<file path="config.mk">
export PLATFORM = sky130hd
export DESIGN_NAME = spd_sfr_decoder
export DESIGN_NICKNAME = d
export VERILOG_FILES = /design/src/pkg/spd_pkg.sv /design/src/design/spd_page_alt.sv /design/src/design/spd_key_unlock.sv /design/src/design/spd_sfr_decoder.sv
export SDC_FILE = /design/constraint.sdc
export NUM_CORES = 1
export LEC_CHECK = 0
export BUFFER_PORTS_ARGS = -buffer_cell sky130_fd_sc_hd__buf_4
export CORE_MARGIN = 2
export CORE_UTILIZATION = 54
export CTS_BUF_LIST = sky130_fd_sc_hd__clkbuf_16
export DETAILED_ROUTE_END_ITERATION = 10
export PLACE_DENSITY = 0.82
export REMOVE_ABC_BUFFERS = 1
export SETUP_SLACK_MARGIN = 0.5
export SLEW_MARGIN = 10
export SYNTH_ARGS = -nofsm -noshare
export SYNTH_HDL_FRONTEND = slang
export SYNTH_SLANG_ARGS = --single-unit
</file>
<file path="constraint.sdc">
create_clock -name clk -period 3.7 [get_ports clk]
set_clock_uncertainty 0.05 [all_clocks]
set_input_delay 0.37 -clock clk [delete_from_list [all_inputs] [get_ports clk]]
set_output_delay 0.37 -clock clk [all_outputs]
set_load 0.05 [all_outputs]
</file>
<file path="src/pkg/spd_pkg.sv">
package spd_pkg;

  // Register space bounds
  localparam logic [7:0] SPD_SFR_BASE = 8'h80;
  localparam logic [7:0] SPD_SFR_LAST = 8'hff;
  localparam logic [7:0] SPD_LOWER_TOP = 8'h7f;

  // Page select register
  localparam logic [7:0] SPD_PAGE_ADDR = 8'h91;
  localparam logic [7:0] SPD_PAGE_RST = 8'h00;
  localparam int SPD_PAGE_BIT = 0;

  // Timed access key register and unlock values
  localparam logic [7:0] SPD_KEY_ADDR = 8'hc7;
  localparam logic [7:0] SPD_KEY_FIRST = 8'haa;
  localparam logic [7:0] SPD_KEY_SECOND = 8'h55;

  // Unlock window length in cycles after the second key byte
  localparam int SPD_UNLOCK_CYCLES = 4;

  // Bit addressing: bit address 8'h80..8'hff maps to byte {addr[7:3],3'b0}
  localparam logic [2:0] SPD_BIT_LOW_MASK = 3'h0;

  // Access kinds of the core
  typedef enum logic [1:0]
  {
    SPD_ACC_DIRECT,
    SPD_ACC_INDIRECT,
    SPD_ACC_BIT
  } spd_acc_kind_t;

  // One core request
  typedef struct packed
  {
    logic valid;
    logic write;
    spd_acc_kind_t kind;
    logic [7:0] addr;
    logic [7:0] wdata;
  } spd_req_t;

  // Decoded target
  typedef struct packed
  {
    logic sfr_sel;
    logic ram_sel;
    logic page1;
    logic bit_op;
    logic [7:0] addr;
    logic [2:0] bit_idx;
  } spd_sel_t;

endpackage : spd_pkg

</file>
<file path="src/design/spd_page_alt.sv">
`timescale 1ns/1ps
// Tells whether a byte address has a distinct page-1 register
module spd_page_alt
  import spd_pkg::*;
(
  // Address in
  input wire logic [7:0] addr,
  // Result
  output logic has_alt
);

  // Page-1 alternates from the register map
  always_comb
  begin
    case (addr)
      8'hb1, 8'hb2, 8'hb3, 8'hb4, 8'hb5, 8'hb7,
      8'hac, 8'had, 8'hcc, 8'hcd, 8'hc4, 8'hc5,
      8'hc6, 8'hf3:
        has_alt = 1'b1;
      default:
        has_alt = 1'b0;
    endcase
  end

endmodule : spd_page_alt

</file>
<file path="src/design/spd_key_unlock.sv">
`timescale 1ns/1ps
// Timed-access key sequencer
module spd_key_unlock
  import spd_pkg::*;
(
  // Clock and reset
  input wire logic clk,
  input wire logic sys_rst,
  // Key writes and protected write consumption
  input wire logic key_wr,
  input wire logic [7:0] key_data,
  input wire logic prot_wr,
  // Unlock state
  output logic open_q
);

  typedef enum {SPD_K_IDLE, SPD_K_FIRST, SPD_K_OPEN} spd_kst_t;

  spd_kst_t st_q, st_d;
  logic [2:0] cnt_q, cnt_d;
  logic open_d;

  // Open window is short so a stray write later cannot hit the register
  always_comb
  begin
    st_d = st_q;
    cnt_d = cnt_q;
    case (st_q)
      SPD_K_IDLE:
      begin
        if (key_wr && key_data == SPD_KEY_FIRST)
          st_d = SPD_K_FIRST;
      end
      SPD_K_FIRST:
      begin
        if (key_wr && key_data == SPD_KEY_SECOND)
        begin
          st_d = SPD_K_OPEN;
          cnt_d = 3'(SPD_UNLOCK_CYCLES - 1);
        end
        else if (key_wr && key_data == SPD_KEY_FIRST)
          st_d = SPD_K_FIRST;
        else if (key_wr || prot_wr)
          st_d = SPD_K_IDLE;
      end
      SPD_K_OPEN:
      begin
        // One protected write consumes the unlock
        if (prot_wr || cnt_q == 3'h0)
          st_d = SPD_K_IDLE;
        else
          cnt_d = cnt_q - 3'h1;
      end
      default:
        st_d = SPD_K_IDLE;
    endcase
    if (sys_rst)
    begin
      st_d = SPD_K_IDLE;
      cnt_d = 3'h0;
    end
    // Taken from the next state so the flag lines up with st_q
    open_d = (st_d == SPD_K_OPEN);
  end

  always_ff @(posedge clk)
  begin
    st_q <= st_d;
    cnt_q <= cnt_d;
    open_q <= open_d;
  end

endmodule : spd_key_unlock

</file>
<file path="src/design/spd_sfr_decoder.sv">
`timescale 1ns/1ps
// Overview of operation
// Registers occupy data addresses 80 to FFH, one byte each.
// Only direct accesses select registers; indirect ones never do. The code also selects registers on bit accesses.
// Above 7FH direct goes to registers, indirect to upper RAM.
// Addresses ending 0H or 8H allow single-bit read and write.
// Other addresses take whole bytes only, ignoring bit access.
// Paging lets chosen addresses reach a different page-1 register.
// After reset every access goes to page 0.
// Addresses without an alternate decode the same on both pages.
// Bit 0 of page select chooses page; bits 7..1 unused.
// Page select sits at 91H and resets to zero.
// Writes to page select need AAH then 55H to the key first.
// Page select is guarded by the timed-access protection.
// Protected write without the unlock sequence is ignored.
// Software avoids reserved addresses; results there are undefined.
module spd_sfr_decoder
  import spd_pkg::*;
(
  // Clock and reset
  input wire logic clk,
  input wire logic sys_rst,
  // Core request
  input wire spd_req_t req,
  // Read data of the peripheral register selected last cycle
  input wire logic [7:0] periph_rdata,
  // Decoded target to peripherals and upper RAM
  output spd_sel_t sel_q,
  output logic sel_write_q,
  output logic [7:0] sel_wdata_q,
  // Data returned to the core
  output logic [7:0] rdata_q,
  output logic rbit_q,
  // Page state
  output logic page_q
);

  logic [7:0] pgreg_q, pgreg_d;
  logic has_alt;
  logic key_open;
  logic key_wr;
  logic prot_wr;
  logic bit_ok;
  logic [7:0] byte_addr;
  logic direct_hit;
  logic own_hit;
  logic [7:0] own_data;
  logic own_rd_q, own_rd_d;
  logic [7:0] own_data_q;
  logic bit_rd_q, bit_rd_d;
  logic [2:0] bit_idx_q, bit_idx_d;
  spd_sel_t sel_d;
  logic [7:0] wdata_d;
  logic sel_write_d;
  logic [7:0] rdata_d;
  logic rbit_d;
  logic page_d;

  // Bit addressable when the low nibble is 0H or 8H
  function automatic logic bit_capable(input logic [7:0] a);
    return a[2:0] == SPD_BIT_LOW_MASK;
  endfunction : bit_capable

  // Byte address of a bit operand at or above 80H
  function automatic logic [7:0] bit_byte(input logic [7:0] a);
    return {a[7:3], 3'h0};
  endfunction : bit_byte

  spd_page_alt u_alt
  (
    .addr(byte_addr),
    .has_alt(has_alt)
  );

  spd_key_unlock u_key
  (
    .clk(clk),
    .sys_rst(sys_rst),
    .key_wr(key_wr),
    .key_data(req.wdata),
    .prot_wr(prot_wr),
    .open_q(key_open)
  );

  // Address classification
  always_comb
  begin
    byte_addr = (req.kind == SPD_ACC_BIT) ? bit_byte(req.addr) : req.addr;
    bit_ok = bit_capable(byte_addr);
    // Indirect never lands in register space
    direct_hit = req.valid && req.addr > SPD_LOWER_TOP
      && req.kind != SPD_ACC_INDIRECT;
    own_hit = direct_hit && byte_addr == SPD_PAGE_ADDR
      && req.kind == SPD_ACC_DIRECT;
    key_wr = direct_hit && req.write && req.kind == SPD_ACC_DIRECT
      && byte_addr == SPD_KEY_ADDR;
    prot_wr = own_hit && req.write;
  end

  // Page select register, written only inside the unlock window
  always_comb
  begin
    pgreg_d = pgreg_q;
    if (prot_wr && key_open)
      pgreg_d = {7'h00, req.wdata[SPD_PAGE_BIT]};
    if (sys_rst)
      pgreg_d = SPD_PAGE_RST;
    // Next page bit, so banked blocks switch at the write edge
    page_d = pgreg_d[SPD_PAGE_BIT];
  end

  always_ff @(posedge clk)
  begin
    pgreg_q <= pgreg_d;
  end

  // Target decode, registered for the peripherals
  always_comb
  begin
    sel_d = '0;
    wdata_d = req.wdata;
    sel_write_d = req.write;
    own_data = pgreg_q;
    sel_d.addr = byte_addr;
    sel_d.bit_idx = req.addr[2:0];
    if (req.valid && req.addr > SPD_LOWER_TOP
        && req.kind == SPD_ACC_INDIRECT)
      sel_d.ram_sel = 1'b1;
    else if (direct_hit && !own_hit)
    begin
      // Bit access on a byte-only address is dropped
      if (req.kind != SPD_ACC_BIT || bit_ok)
      begin
        sel_d.sfr_sel = 1'b1;
        sel_d.bit_op = (req.kind == SPD_ACC_BIT);
        // Page only matters where an alternate exists
        sel_d.page1 = has_alt & pgreg_q[SPD_PAGE_BIT];
      end
    end
    own_rd_d = own_hit && !req.write;
    bit_rd_d = sel_d.bit_op && !req.write;
    bit_idx_d = req.addr[2:0];
    if (sys_rst)
    begin
      sel_d = '0;
      wdata_d = 8'h00;
      sel_write_d = 1'b0;
      own_data = 8'h00;
      own_rd_d = 1'b0;
      bit_rd_d = 1'b0;
      bit_idx_d = 3'h0;
    end
  end

  always_ff @(posedge clk)
  begin
    sel_q <= sel_d;
    sel_write_q <= sel_write_d;
    sel_wdata_q <= wdata_d;
    own_rd_q <= own_rd_d;
    own_data_q <= own_data;
    bit_rd_q <= bit_rd_d;
    bit_idx_q <= bit_idx_d;
  end

  // Read return one cycle after the target select
  always_comb
  begin
    rdata_d = own_rd_q ? own_data_q : periph_rdata;
    rbit_d = bit_rd_q ? periph_rdata[bit_idx_q] : 1'b0;
    if (sys_rst)
    begin
      rdata_d = 8'h00;
      rbit_d = 1'b0;
    end
  end

  always_ff @(posedge clk)
  begin
    rdata_q <= rdata_d;
    rbit_q <= rbit_d;
  end

  // Page state for any block that banks by page
  always_ff @(posedge clk)
  begin
    page_q <= page_d;
  end

endmodule : spd_sfr_decoder

</file>
==> impl_metrics.tcl <==
set metrics [dict create \
    status "complete, no violations" \
    holdWs_ns 0.205 \
    yosys.cell_types.count 42 \
    wl_met3_um 313 \
    drt_wl_total_um 4750 \
    drtIter0Drc 87 \
    start_util 0.567 \
    drc 0 \
    max_freq_ghz 0.579 \
    hold_buffers 0 \
    clkTransAtPathRegs_ns 0.05 \
    netlist_area_um2 2300 \
    gp_congestion 0.871 \
    syn_inst 193 \
    synth_area_leaders "dfxtp_1, nor2b_1, and2_1, mux4_2, nor4_1" \
    rsz0062_at_grt "false" \
    critPathCaptureType "flip-flop" \
    antenna_cells 0 \
    wl_per_cell_um 13.6 \
    layout_commonest_cell "dfxtp_1" \
    ys_warn_count 0 \
    critPathKind "flip-flop to flip-flop" \
    dpl.cell_count 332 \
    period_share 0.467 \
    nets 325 \
    path_cells "nor4_2 > o2111ai_1 > or2_4 > a21o_1 > a221oi_2" \
    clockPowerShare 0.506 \
    p_seq_frac 0.412 \
    std_cell_rows 23 \
    core-area_um2 4060 \
    fin_cells 348 \
    postCtsResizedCells 0 \
    top_layer "met4" \
    holdPathStages 2 \
    setup_viol 0 \
    wl_met2_um 2380 \
    max_slew_margin 0.657 \
    pre_cts_slack_ns 1.66 \
    cts_tree "done" \
    drtAntennaViolNets 0 \
    power_density_nw_per_um2 614 \
    cts_max_level 3 \
    fin_crit_ns 1.73 \
    drtPass1Iterations 4 \
    grt_pass1_wl_um 7710 \
    track_usage 0.210 \
    combPwrFrac 0.081 \
    root_buffer "clkbuf_16" \
    setup_ws_ns 1.97 \
    clkLatencyLatePin_ns 0.33 \
    fin_tns_setup_ns 0 \
    synth_seq_cells 73 \
    critPathSlowestCell "nor4_2" \
    viasPerCell 4.97 \
    portBuffers 63 \
    nFillCells 241 \
    die_y_um 69.3 \
    grt_max_degree 32 \
    cts_made_buffers 9 \
    drv_slew 0 \
    rr_worst_depth 5 \
    grt.overflow.total 0 \
    die_area_um2 4800 \
    cts.sinks 73 \
    cts_buffer_depth 2 \
    dp_hpwl_um 3040 \
    die_w_um 69.3 \
    sw_frac_of_total 0.206 \
    syn2layout_area_growth_pct 43.1 \
    intPower_w 0.00160 \
    layout_common_cells "dfxtp_1, buf_4, conb_1, nor2b_1, and2_1" \
    yosysTopAreaCellShare 0.635 \
    vias 1730 \
    worst_setup_path_start_kind "flip-flop" \
    wl_met1_um 1910 \
    pin_count 64 \
    finalHoldViolCount 0 \
    hp-class "input port to flip-flop" \
    post_dp_cell_area_um2 2930 \
    synth_top_cell_by_area "dfxtp_1" \
    crit_path_max_incr_delay_ns 0.34 \
    drive_above_1_share 0.299 \
    fin_area_um2 3290 \
    required_ns 3.89 \
    cp_max_fo 5 \
    ir_worst_vdd_mv 0.668 \
    grt_pass1_vias 1694 \
    cp.arrival_ns 1.92 \
    power_switching_w 0.000417 \
    cap_violations 0 \
    cts_setup_buffers 0 \
    ys_seq_area_frac 0.635 \
    worst_pin_slew_ns 0.510 \
    antenna_found_initial 0 \
    p_leak_nw 1.45 \
    syn_area_per_cell_um2 11.9 \
]
cells by family after synthesis:
logic type      Yosys count  synth area share
flops                    73             0.635
mux                       5            0.0332
fa+ha+maj                 2            0.0109
simple gates             90             0.261
other cells               1           0.00163
compound gates           13            0.0435
buf+inv                   9            0.0147
cells in the mapped netlist, drive strengths merged:
| cell type | number |
|---|---|
| nand2b | 3 |
| nand4bb | 1 |
| nand4b | 1 |
| nor4bb | 3 |
| or2 | 1 |
| o21ai | 1 |
| a221oi | 1 |
| nor3 | 3 |
| nand4 | 1 |
| and4bb | 1 |
| a21oi | 5 |
| clkbuf | 3 |
| mux2 | 1 |
| a21o | 1 |
| or3 | 2 |
| a211o | 1 |
| a32oi | 1 |
| dfxtp | 73 |
| or4 | 1 |
| nand3 | 5 |
| ha | 2 |
| and2 | 10 |
| mux2i | 2 |
| nor4 | 9 |
| inv | 6 |
| and4 | 2 |
| or4b | 1 |
| nand3b | 2 |
| nor3b | 4 |
| nor4b | 4 |
| and2b | 1 |
| nand2 | 5 |
| o32ai | 1 |
| a211oi | 1 |
| conb | 1 |
| nor2 | 10 |
| o2111ai | 1 |
| mux4 | 2 |
| nor2b | 20 |
layout make-up:
type	count	area [µm²]	area share
inverter	6	22.5	0.00684
timing repair buffer	63	473	0.144
clock inverter	7	134	0.0407
tap	50	62.6	0.0190
sequential	73	1460	0.444
clock buffer	9	225	0.0684
multi-input combinational	140	913	0.277
state kept, by name, indices dropped and copies added, names as in the netlist:
name          count
bit_idx_q         3
u_key.open_q      1
sel_wdata_q       8
own_rd_q          1
sel_write_q       1
rbit_q            1
sel_q            12
own_data_q        1
u_key.cnt_q       3
rdata_q           8
u_key.st_q       32
bit_rd_q          1
pgreg_q           1
worst max-delay path: cells and delay by family (launching register included):
kind	cells	cell delay (ns)
simple gates	2	0.65
compound gates	3	0.64
flops	1	0.30
worst paths after layout:
check / startpoint / slack [ns] / endpoint
setup / recovery: u_key.st_q[2] / 1.97 / u_key.cnt_q[1]
hold reg to reg: bit_rd_q / 0.43 / rbit_q
hold / removal: periph_rdata[5] / 0.21 / rdata_q[5]
setup reg to reg: u_key.st_q[2] / 1.97 / u_key.cnt_q[1]
power by group through the flow:
stage	Clock (W)	Combinational, W	Sequential (W)
CTS	0.00104	0.000163	0.000834
finish	0.00102	0.000165	0.000833
global route	0.00107	0.000174	0.000836
floorplan	0	0.0000327	0.000908
detailed placement	0	0.000161	0.000850
global placement	0	0.000160	0.000849
metrics by stage:
stage	util	total power, W
after global routing	0.811	0.00208
after floorplan	-	0.000940
after CTS	0.811	0.00203
final	0.811	0.00202
after global placement	0.723	0.00101
after detailed placement	0.723	0.00101
metal layers:
metal / vias to the layer above / track usage
met5: - / 0
met4: 0 / 0.139
met3: 15 / 0.0596
met2: 74 / 0.350
met1: 790 / 0.230
li1: 851 / -
Power figures use the tool's default switching activity.
